[src/urx_vote.sv]
// Shared constants and types of the asynchronous receive recovery block,
// followed by the three-sample majority voter used for every bit.
// Assumes one system clock and a sample strobe from the baud generator.

`timescale 1ns/1ps
`default_nettype none

// ****************************************************************
// Package
// ****************************************************************
package urx_pkg;
  localparam int CNT_W = 5;
  localparam int LEN_W = 4;
  localparam int DATA_W = 10;
  // Samples per bit period.
  localparam logic [4:0] SPB_NORM = 5'h10;
  localparam logic [4:0] SPB_DS = 5'h08;
  // Sample numbers of the three centre samples.
  localparam logic [4:0] VOTE_FIRST_NORM = 5'h08;
  localparam logic [4:0] VOTE_MID_NORM = 5'h09;
  localparam logic [4:0] VOTE_LAST_NORM = 5'h0a;
  localparam logic [4:0] VOTE_FIRST_DS = 5'h04;
  localparam logic [4:0] VOTE_MID_DS = 5'h05;
  localparam logic [4:0] VOTE_LAST_DS = 5'h06;
  localparam logic [4:0] SAMPLE_ONE = 5'h01;
  localparam logic [4:0] CNT_RESET = 5'h00;
  // Character plus parity length limits.
  localparam logic [3:0] LEN_MIN = 4'h5;
  localparam logic [3:0] LEN_MAX = 4'ha;
  localparam logic [3:0] IDX_RESET = 4'h0;
  localparam logic [9:0] DATA_RESET = 10'h000;

  typedef enum logic [1:0] {
    URX_IDLE,
    URX_START,
    URX_DATA,
    URX_STOP
  } urx_state_e;

  typedef struct packed {
    logic [9:0] data;
    logic [3:0] bits;
    logic frame_error_flag;
  } urx_frame_s;

  typedef struct packed {
    logic [4:0] first;
    logic [4:0] mid;
    logic [4:0] last;
  } urx_vote_pos_s;
endpackage : urx_pkg

// ****************************************************************
// Majority voter
// ****************************************************************
module urx_vote (
  input wire logic clk_in,
  input wire logic reset_n_in,
  input wire logic sample_en_in,
  input wire logic [4:0] sample_num_in,
  input wire logic sample_in,
  input wire urx_pkg::urx_vote_pos_s pos_in,
  output logic decide_out,
  output logic vote_out
);
  logic s_first;
  logic s_mid;
  wire take_first = sample_en_in && (sample_num_in == pos_in.first);
  wire take_mid = sample_en_in && (sample_num_in == pos_in.mid);

  // The third sample is used live so the decision lands on its own tick.
  assign decide_out = sample_en_in && (sample_num_in == pos_in.last);
  assign vote_out = (s_first & s_mid) | (s_first & sample_in) |
                    (s_mid & sample_in);

  always_ff @(posedge clk_in) begin
    if (!reset_n_in) begin
      s_first <= 1'b1;
      s_mid <= 1'b1;
    end else begin
      if (take_first) begin
        s_first <= sample_in;
      end
      if (take_mid) begin
        s_mid <= sample_in;
      end
    end
  end
endmodule : urx_vote

`default_nettype wire
[src/urx_recovery.sv]
// Receive-side clock and data recovery of an asynchronous serial port.
// Assumes sample_tick_in pulses once per oversample period (16 or 8 per
// bit) and that the serial input is already synchronous to clk_in.

`timescale 1ns/1ps
`default_nettype none

// Summary of operation
// - Sample the line at 16x baud, or 8x with double speed selected.
// - A high-to-low sample starts qualification; first low is sample one.
// - Start judged on samples 8,9,10, or 4,5,6 in double speed.
// - Two or more high qualifying samples reject start; watch again.
// - Valid start aligns bit phase and begins recovery, every frame.
// - Sixteen sample states per bit, eight in double speed.
// - Each bit is the majority of its three centre samples.
// - Recover bits through the first stop bit; ignore further stops.
// - First stop bit voted alike; zero sets the frame error flag.
// - Ready for next start right after the stop bit's last vote.
// - Character plus parity length from five to ten bits.
// - First vote sample 8 or 4, middle sample 9 or 5.
// - Frame error travels with its frame's data.
module urx_recovery (
  input wire logic clk_in,
  input wire logic reset_n_in,
  input wire logic sample_tick_in,
  input wire logic serial_rx_input_in,
  input wire logic double_speed_select_in,
  input wire logic [3:0] char_bits_in,
  output logic frame_valid_out,
  output urx_pkg::urx_frame_s frame_out,
  output logic start_valid_out,
  output logic busy_out
);

  // ****************************************************************
  // Declarations
  // ****************************************************************
  urx_pkg::urx_state_e state;
  urx_pkg::urx_state_e next_state;
  logic [4:0] sample_cnt;
  logic [3:0] bit_idx;
  logic [3:0] frame_len;
  logic [9:0] shift_data;
  logic prev_sample;
  logic frame_valid;
  urx_pkg::urx_frame_s frame;
  logic start_valid;
  logic decide;
  logic vote;

  // ****************************************************************
  // Sample numbering
  // ****************************************************************
  wire [4:0] spb = double_speed_select_in ? urx_pkg::SPB_DS
                                          : urx_pkg::SPB_NORM;
  wire urx_pkg::urx_vote_pos_s pos = double_speed_select_in ?
    {urx_pkg::VOTE_FIRST_DS, urx_pkg::VOTE_MID_DS, urx_pkg::VOTE_LAST_DS} :
    {urx_pkg::VOTE_FIRST_NORM, urx_pkg::VOTE_MID_NORM,
     urx_pkg::VOTE_LAST_NORM};
  wire active = (state != urx_pkg::URX_IDLE);
  wire falling = sample_tick_in && !active && prev_sample &&
                 !serial_rx_input_in;
  wire wrap = (sample_cnt >= spb);
  // Number of the sample being taken on this tick.
  wire [4:0] cur_num = wrap ? urx_pkg::SAMPLE_ONE
                            : 5'(sample_cnt + 5'h01);
  wire sample_en = sample_tick_in && active;
  wire last_data = (bit_idx == 4'(frame_len - 4'h1));
  wire [3:0] len_clamped =
    (char_bits_in < urx_pkg::LEN_MIN) ? urx_pkg::LEN_MIN :
    (char_bits_in > urx_pkg::LEN_MAX) ? urx_pkg::LEN_MAX :
    char_bits_in;

  // ****************************************************************
  // Majority voter
  // ****************************************************************
  urx_vote u_vote (
    .clk_in(clk_in),
    .reset_n_in(reset_n_in),
    .sample_en_in(sample_en),
    .sample_num_in(cur_num),
    .sample_in(serial_rx_input_in),
    .pos_in(pos),
    .decide_out(decide),
    .vote_out(vote)
  );

  // ****************************************************************
  // Frame sequencer
  // ****************************************************************
  always_comb begin
    next_state = state;
    case (state)
      urx_pkg::URX_IDLE: begin
        if (falling) begin
          next_state = urx_pkg::URX_START;
        end
      end
      urx_pkg::URX_START: begin
        if (decide) begin
          // A high majority is a noise spike, not a start bit.
          next_state = vote ? urx_pkg::URX_IDLE
                            : urx_pkg::URX_DATA;
        end
      end
      urx_pkg::URX_DATA: begin
        if (decide && last_data) begin
          next_state = urx_pkg::URX_STOP;
        end
      end
      urx_pkg::URX_STOP: begin
        // Leaving at the last vote sample lets an early start be caught
        // on the very next tick; extra stop bits just look like idle.
        if (decide) begin
          next_state = urx_pkg::URX_IDLE;
        end
      end
      default: begin
        next_state = urx_pkg::URX_IDLE;
      end
    endcase
  end

  always_ff @(posedge clk_in) begin
    if (!reset_n_in) begin
      state <= urx_pkg::URX_IDLE;
    end else begin
      state <= next_state;
    end
  end

  // ****************************************************************
  // Sample counter and edge history
  // ****************************************************************
  always_ff @(posedge clk_in) begin
    if (!reset_n_in) begin
      sample_cnt <= urx_pkg::CNT_RESET;
      prev_sample <= 1'b1;
    end else if (sample_tick_in) begin
      prev_sample <= serial_rx_input_in;
      if (falling) begin
        sample_cnt <= urx_pkg::SAMPLE_ONE;
      end else if (active) begin
        sample_cnt <= cur_num;
      end
    end
  end

  // ****************************************************************
  // Data capture
  // ****************************************************************
  always_ff @(posedge clk_in) begin
    if (!reset_n_in) begin
      bit_idx <= urx_pkg::IDX_RESET;
      frame_len <= urx_pkg::LEN_MIN;
      shift_data <= urx_pkg::DATA_RESET;
    end else if (falling) begin
      // Length is latched per frame so a change mid-frame cannot tear it.
      frame_len <= len_clamped;
      bit_idx <= urx_pkg::IDX_RESET;
      shift_data <= urx_pkg::DATA_RESET;
    end else if (decide && state == urx_pkg::URX_DATA) begin
      shift_data[bit_idx] <= vote;
      bit_idx <= 4'(bit_idx + 4'h1);
    end
  end

  // ****************************************************************
  // Results
  // ****************************************************************
  wire stop_decide = decide && (state == urx_pkg::URX_STOP);
  wire start_ok = decide && (state == urx_pkg::URX_START) && !vote;

  always_ff @(posedge clk_in) begin
    if (!reset_n_in) begin
      frame_valid <= 1'b0;
      start_valid <= 1'b0;
      frame <= '0;
    end else begin
      frame_valid <= stop_decide;
      start_valid <= start_ok;
      if (stop_decide) begin
        frame.data <= shift_data;
        frame.bits <= frame_len;
        frame.frame_error_flag <= !vote;
      end
    end
  end

  assign frame_valid_out = frame_valid;
  assign frame_out = frame;
  assign start_valid_out = start_valid;
  assign busy_out = active;

  // ****************************************************************
  // Assertions
  // ****************************************************************
  property p_start_edge;
    @(posedge clk_in) disable iff (!reset_n_in)
    (state == urx_pkg::URX_IDLE && sample_tick_in && prev_sample &&
     !serial_rx_input_in)
    |=> (state == urx_pkg::URX_START && sample_cnt == 5'h01);
  endproperty
  a_start_edge: assert property (p_start_edge)
    else $error("Falling edge did not start qualification at sample one.");

  property p_cnt_wrap;
    @(posedge clk_in) disable iff (!reset_n_in)
    (sample_tick_in && active && sample_cnt == spb &&
     $stable(double_speed_select_in))
    |=> (sample_cnt == 5'h01 || state == urx_pkg::URX_IDLE);
  endproperty
  a_cnt_wrap: assert property (p_cnt_wrap)
    else $error("Sample counter did not wrap at end of bit period.");

  property p_cnt_bound;
    @(posedge clk_in) disable iff (!reset_n_in)
    sample_cnt <= 5'h10;
  endproperty
  a_cnt_bound: assert property (p_cnt_bound)
    else $error("Sample counter exceeded sixteen states.");

  property p_decide_pos;
    @(posedge clk_in) disable iff (!reset_n_in)
    decide |-> (cur_num == (double_speed_select_in ? 5'h06 : 5'h0a));
  endproperty
  a_decide_pos: assert property (p_decide_pos)
    else $error("Vote decided on the wrong sample number.");

  property p_reject;
    @(posedge clk_in) disable iff (!reset_n_in)
    (decide && state == urx_pkg::URX_START && vote)
    |=> (state == urx_pkg::URX_IDLE && !start_valid_out);
  endproperty
  a_reject: assert property (p_reject)
    else $error("Noisy start bit was not rejected.");

  property p_accept;
    @(posedge clk_in) disable iff (!reset_n_in)
    (decide && state == urx_pkg::URX_START && !vote)
    |=> (state == urx_pkg::URX_DATA && bit_idx == 4'h0 && start_valid_out);
  endproperty
  a_accept: assert property (p_accept)
    else $error("Valid start bit did not begin data recovery.");

  property p_bit_store;
    @(posedge clk_in) disable iff (!reset_n_in)
    (decide && state == urx_pkg::URX_DATA)
    |=> (shift_data[$past(bit_idx)] == $past(vote));
  endproperty
  a_bit_store: assert property (p_bit_store)
    else $error("Received bit differs from its majority vote.");

  property p_stop_fe;
    @(posedge clk_in) disable iff (!reset_n_in)
    (decide && state == urx_pkg::URX_STOP)
    |=> (frame_valid_out && frame_out.frame_error_flag == !$past(vote));
  endproperty
  a_stop_fe: assert property (p_stop_fe)
    else $error("Frame error does not match the stop bit vote.");

  property p_ready_next;
    @(posedge clk_in) disable iff (!reset_n_in)
    (decide && state == urx_pkg::URX_STOP) |=> (state == urx_pkg::URX_IDLE);
  endproperty
  a_ready_next: assert property (p_ready_next)
    else $error("Receiver not idle right after the stop bit vote.");

  // The last data vote must hand over to the stop bit with every bit
  // of the latched length stored, no more and no fewer.
  property p_last_bit;
    @(posedge clk_in) disable iff (!reset_n_in)
    (decide && state == urx_pkg::URX_DATA && last_data)
    |=> (state == urx_pkg::URX_STOP && bit_idx == frame_len);
  endproperty
  a_last_bit: assert property (p_last_bit)
    else $error("Data phase did not end after the latched bit count.");

  property p_frame_len;
    @(posedge clk_in) disable iff (!reset_n_in)
    frame_valid_out |-> (frame_out.bits >= 4'h5 && frame_out.bits <= 4'ha &&
                         $past(state) == urx_pkg::URX_STOP);
  endproperty
  a_frame_len: assert property (p_frame_len)
    else $error("Frame length outside five to ten bits.");

  c_good_frame: cover property (@(posedge clk_in) disable iff (!reset_n_in)
    frame_valid_out && !frame_out.frame_error_flag);
  c_bad_frame: cover property (@(posedge clk_in) disable iff (!reset_n_in)
    frame_valid_out && frame_out.frame_error_flag);
  c_noise: cover property (@(posedge clk_in) disable iff (!reset_n_in)
    decide && state == urx_pkg::URX_START && vote);
  c_ds_frame: cover property (@(posedge clk_in) disable iff (!reset_n_in)
    frame_valid_out && double_speed_select_in);
  c_early_start: cover property (@(posedge clk_in) disable iff (!reset_n_in)
    frame_valid_out ##[1:8] (state == urx_pkg::URX_START));

endmodule : urx_recovery

`default_nettype wire

[config.mk]
export PLATFORM = sky130hd
export DESIGN_NAME = urx_recovery
export DESIGN_NICKNAME = d
export VERILOG_FILES = /design/src/urx_vote.sv /design/src/urx_recovery.sv
export SDC_FILE = /design/constraint.sdc
export NUM_CORES = 1
export LEC_CHECK = 0
export BUFFER_PORTS_ARGS = -buffer_cell sky130_fd_sc_hd__buf_2
export CAP_MARGIN = 20
export CORE_UTILIZATION = 55
export CTS_CLUSTER_SIZE = 25
export DETAILED_ROUTE_END_ITERATION = 10
export GPL_ROUTABILITY_DRIVEN = 0
export GPL_TIMING_DRIVEN = 1
export PLACE_DENSITY_LB_ADDON = 0.08
export SYNTH_ARGS = -nofsm -noshare
export SYNTH_HDL_FRONTEND = slang
export SYNTH_HIERARCHICAL = 1
export SYNTH_SLANG_ARGS = --single-unit
[constraint.sdc]
create_clock -name clk_in -period 3.15 [get_ports clk_in]
set_input_delay 0.1575 -clock clk_in [delete_from_list [all_inputs] [get_ports clk_in]]
set_output_delay 0.1575 -clock clk_in [all_outputs]
set_load 0.01 [all_outputs]
After elaboration in Yosys (flattened, before gate mapping):

Index checks and enable logic that the tools add are counted.

* register bits after elaboration: 45
* bits of input ports: 9

* $add $sub $neg: 3
* order comparisons: 5
* bitwise logic cells: 6
* equal/unequal tests: 11
* muxes and demuxes: 16
* reductions and logical operators: 22

Operators with widths (number)
* $mux 5: 4
* $mux 14: 1
* $logic_and 1x1->1: 13
* $bwmux 10: 1
* $eq 5x5->1: 2
* $mux 2: 5
* $mux 4: 2
* $ne 2x2->1 const B: 4
* $pmux 2 s4: 1
* $add 5x1->5 const B: 1
* $eq 5x4->1: 1
* $ge 5x5->1: 1
* $lt 4x5->1 const B: 1
* $add 4x1->4 const B: 1
* $demux 1 s4: 1
* $eq 2x2->1 const B: 2
* $eq 4x4->1: 1
* $ge 4x1->1 const B: 1
* $gt 4x4->1 const B: 1
* $lt 4x3->1 const B: 1
* $reduce_and 4->1: 1
* $reduce_bool 2->1: 2
* $sub 4x1->4 const B: 1
* $and 1x1->1: 3
* 8 further kinds: 11

Depth between registers and ports, before layout:

* depth after elaboration: 8
* gate-level depth with buffers: 13
* gate-level depth less buffers: 12

Cells and area by module:

The synthesis kept the hierarchy.

By module, submodules not included
* urx_recovery: cells an instance 236, area each 2068.2 um2, instances 1
* urx_vote: cells an instance 29, area each 245.2 um2, instances 1

Worst setup path before layout:

OpenSTA, ideal clock, no wires.

* path type: reg2reg
* from: register sample_cnt[3]
* to: register shift_data[0]
* arrival: 2611 ps
* clock period less this slack: 2726 ps
* setup slack: 424 ps
* stages on the path, launching flop included: 14
* buffers on the path: 1
* library setup time: 114 ps
* path through: dfxtp_1 inv_1 ha_1 and4b_1 nor3_2 nand2_1 xor2_1 nor4_1 and3_1 and3b_1 clkbuf_1 nand3_1 mux2i_1 nor2_1

* longest elaborated chain between the ends: 5

Ends and longest elaborated chain
* start: declaration: line urx_recovery.sv:40 `logic [4:0] sample_cnt;`
* start signal: assignment: line urx_recovery.sv:137 `sample_cnt <= urx_pkg::CNT_RESET;`
* start signal: assignment: line urx_recovery.sv:142 `sample_cnt <= urx_pkg::SAMPLE_ONE;`
* start signal: assignment: line urx_recovery.sv:144 `sample_cnt <= cur_num;`
* $ge 5x5->1: line urx_recovery.sv:63 `wire wrap = (sample_cnt >= spb);`
* $mux 5: line urx_recovery.sv:65 `wire [4:0] cur_num = wrap ? urx_pkg::SAMPLE_ONE`
* named net cur_num[0]: line urx_recovery.sv:65
* $eq 5x5->1: line urx_vote.sv:72 `assign decide_out = sample_en_in && (sample_num_in == pos_in.last);`
* $logic_and 1x1->1: line urx_vote.sv:72
* named net decide: line urx_recovery.sv:48 `logic decide;`
* $logic_and 1x1->1: line urx_recovery.sv:162 `end else if (decide && state == urx_pkg::URX_DATA) begin`
* end signal: assignment: line urx_recovery.sv:156 `shift_data <= urx_pkg::DATA_RESET;`
* end signal: assignment: line urx_recovery.sv:161 `shift_data <= urx_pkg::DATA_RESET;`
* end signal: indexed assignment: line urx_recovery.sv:163 `shift_data[bit_idx] <= vote;`
* end: declaration: line urx_recovery.sv:43 `logic [9:0] shift_data;`

The timed path passes the listed nets, and every way through them passes these cells.
A chain may end at the register's enable or synchronous reset.

Final worst setup path:

* from: register sample_cnt[3]
* to: register bit_idx[3]

* longest elaborated chain between the ends: 5

Ends and longest elaborated chain
* $ge 5x5->1: line urx_recovery.sv:63
* $mux 5: line urx_recovery.sv:65
* named net cur_num[0]: line urx_recovery.sv:65
* $eq 5x5->1: line urx_vote.sv:72
* $logic_and 1x1->1: line urx_vote.sv:72
* named net decide: line urx_recovery.sv:48
* $logic_and 1x1->1: line urx_recovery.sv:162
* end signal: assignment: line urx_recovery.sv:154 `bit_idx <= urx_pkg::IDX_RESET;`
* end signal: assignment: line urx_recovery.sv:160 `bit_idx <= urx_pkg::IDX_RESET;`
* end signal: assignment: line urx_recovery.sv:164 `bit_idx <= 4'(bit_idx + 4'h1);`
* end: declaration: line urx_recovery.sv:41 `logic [3:0] bit_idx;`

The timed path passes the listed nets, and every way through them passes these cells.

==> out/qor.yml <==
run_status: "finished, final reports clean"
irDropWorstVdd_v: 0.0002200
final-seq-area_um2: 900.9
coreArea_um2: 4029
worstSkewPairLatency_ns: 0.30
reg2reg_to: "bit_idx[3]$_SDFFE_PP0P_"
cp_slowest_cell: "dfxtp_1"
synth_edf_count: 0
clock_skew_ns: 0.005609
r2r-start: "sample_cnt[3]$_SDFFE_PN0P_"
final_util_pct: 65.16
die_area_um2: 4470
yosysTopAreaCell: "dfxtp_1"
synth-seq-area-share_pct: 38.94
grt_use_total_pct: 21.74
ys_types: 41
hold_viol: 0
die_h_um: 66.86
path_clk_slew_ns: 0.08
via_count: 1779
ioPinCount: 27
detail_route.wl_per_cell_um: 12.32
grt_pass1_wl_um: 7169
synth_area_leaders: "dfxtp_1 (39%), xnor2_1 (6.8%), nand2_1 (6.2%), mux2i_1 (5.2%), ha_1 (4.9%)"
hp-start: "sample_tick_in"
crit_type: "reg2reg"
path_common_cell: "xor2_1"
die-width_um: 66.86
min_path_cells: 3
clockRootBuffer: "clkbuf_8"
setup_slack_ns: 0.2571
drc: 0
crit_path_cell_trace: "inv_1 -> ha_1 -> and4b_1 -> nor3_2 -> nand2_1 -> xor2_1 -> nor4_1 -> and3_1 -> and3b_1 -> nand4_1 -> xor2_1 -> nor2_1"
power.density_nw_per_um2: 448.9
synth_most_common_cell: "dfxtp_1"
core.rowCount: 23
synthCells: 265
syn2layout_area_growth_pct: 13.47
hold_class: "in2reg"
grt_pass1_vias: 1625
cts_buffers: 5
rsz0062_at_grt: "no"
holdBufCountCts: 0
syn_area_per_cell_um2: 8.730
critPathLaunch: "sample_cnt[3]$_SDFFE_PN0P_"
worstPathMaxFanout: 7
synth_common_cells: "dfxtp_1 (45), nand2_1 (38), xnor2_1 (18)"
yosysTopAreaCellShare_pct: 38.94
critPathRequiredTime_ns: 3.38
antenna_found_initial: 0
fin_crit_ns: 2.893
synth-seq-cells: 45
drv_slew: 0
setup_viol: 0
drt-pass1-iter-count: 4
crit_arrival_ns: 3.13
portBuffers: 26
slowest_delay_ns: 0.39
diodes: 0
cts_sinks: 45
worst_setup_path_end_kind: "register"
start_util_pct: 57.42
ys_async_sr_fraction_pct: 0
fin_total_pwr_mw: 1.178
synth_warnings: 6
whs_endpoint: "prev_sample$_SDFFE_PN1P_"
slew_headroom_pct: 65.20
ys_dominant_reg_cell: "dfxtp_1"
reg2reg_depth: 12
post-route-period-util_pct: 91.84
cts_buffer_depth: 2
worst_pin_slew_ns: 0.5221
cellLeakagePower_nw: 1.121
grt_max_degree: 34
fin_setup_tns_ns: 0
cts_tree: "yes"
maxCapViolCount: 0
fillers: 362
avgViaCountPerCell: 5.142
wl_um: 4263
cp_top_family: "simple AND/OR/NAND/NOR gates"
dp_slack_ns: 0.2072
ff2ff_setup_slack_ns: 0.26
max_freq_ghz: 0.3457
multi_input_area_um2: 1338
layout-drive-gt1-share_pct: 14.86
crit_buf_inv: 1
dpl.hpwl_um: 3135
ant_nets: 0
first_iter_violations: 87
cts-htree-levels: 2
startpoint_type: "register"
syn_area_um2: 2313
overflow: 0
finalNetCount: 313
==> logic make-up after synthesis <==
| kind of cell | after synthesis | share of synthesized area (%) |
|---|---|---|
| xor+xnor | 26 | 9.843 |
| simple gates | 107 | 24.18 |
| flops | 45 | 38.94 |
| fa+ha+maj | 10 | 5.300 |
| mux | 12 | 5.192 |
| other cells | 2 | 0.3246 |
| buf+inv | 24 | 4.651 |
| compound gates | 39 | 11.57 |
==> layout make-up <==
type | count | share of cell area [%]
inverter | 12 | 1.716
sequential | 45 | 34.32
multi-input combinational | 203 | 50.95
timing repair buffer | 28 | 5.529
tap | 50 | 2.383
clock buffer | 5 | 2.622
clock inverter | 3 | 2.479
==> layer usage <==
layer	share of wire [%]	global-route usage [%]	vias to the layer above	wire length [um]
met5	0	0	-	0
met2	48	36.49	28	2035
met4	2.6	10.64	0	112
met1	47	26.31	797	1993
met3	2.8	4.110	9	120
li1	-	-	945	-
==> power by group <==
group	switching [mW]	leakage, nW	total [mW]	internal (mW)
clock network	0.193	0.0681	0.508	0.315
registers	0.00910	0.364	0.584	0.575
logic	0.0487	0.690	0.0867	0.0381
==> placed cells by master (no fill, tap or decap), drive strengths merged, types with 6 or more instances in the layout <==
cell    netlist  layout
nand2        39      39
a21boi       17      17
nand3        15      15
ha            9       9
buf           5      28
xor2          8       8
nor2         17      17
nand4         6       6
conb          2       9
nor2b         7       7
inv          12      12
and2          8       8
xnor2        18      18
o21ai         8       8
mux2i        12      12
dfxtp        45      45
==> worst max path at each step <==
stage	to	slack [ns]	cells after the start
2_1_floorplan	shift_data[0]$_SDFFE_PP0P_	0.42	13
3_3_place_gp	frame_out[9]$_SDFFE_PN0P_	0.26	12
3_5_place_dp	shift_data[5]$_SDFFE_PP0P_	0.21	12
4_1_cts	shift_data[1]$_SDFFE_PP0P_	0.20	12
5_1_grt	bit_idx[3]$_SDFFE_PP0P_	0.03	12
6_report	bit_idx[3]$_SDFFE_PP0P_	0.26	12
==> registers in the layout (all words and copies together), names as in the netlist, named ones only <==
| register | flops |
|---|---|
| frame_out | 15 |
| shift_data | 10 |
| sample_cnt | 5 |
| bit_idx | 4 |
| frame_len | 4 |
| frame_valid_out | 1 |
| prev_sample | 1 |
| start_valid_out | 1 |
| state | 1 |
| u_vote/s_first | 1 |
| u_vote/s_mid | 1 |
==> repair_timing <==
| action | CTS | global route |
|---|---|---|
| setup buffers | 0 | 0 |
| resized for setup | 0 | 2 |
| endpoints found under the setup margin | 0 | 11 |
| endpoints found under the hold margin | 0 | 0 |
==> worst reg2reg max path, delay by kind of cell (launching register included) <==
| family | cells | cell delay, ns |
|---|---|---|
| buffers and inverters | 1 | 0.06 |
| adder cells (fa/ha/maj) | 1 | 0.26 |
| flip-flops | 1 | 0.39 |
| XOR/XNOR | 2 | 0.35 |
| AND/OR/NAND/NOR | 8 | 1.77 |
==> stage by stage <==
step | cell area, um^2 | hold WS, ns | std cells
final | 2625 | 0.1362 | 346
after CTS | 2619 | 0.1236 | 346
after global routing | 2625 | 0.1274 | 346
after detailed placement | 2485 | 0.4333 | 338
after global placement | 2485 | 0.4335 | 338
after floorplan | 2340 | 0.2359 | 272
Power figures use the tool's default switching activity.
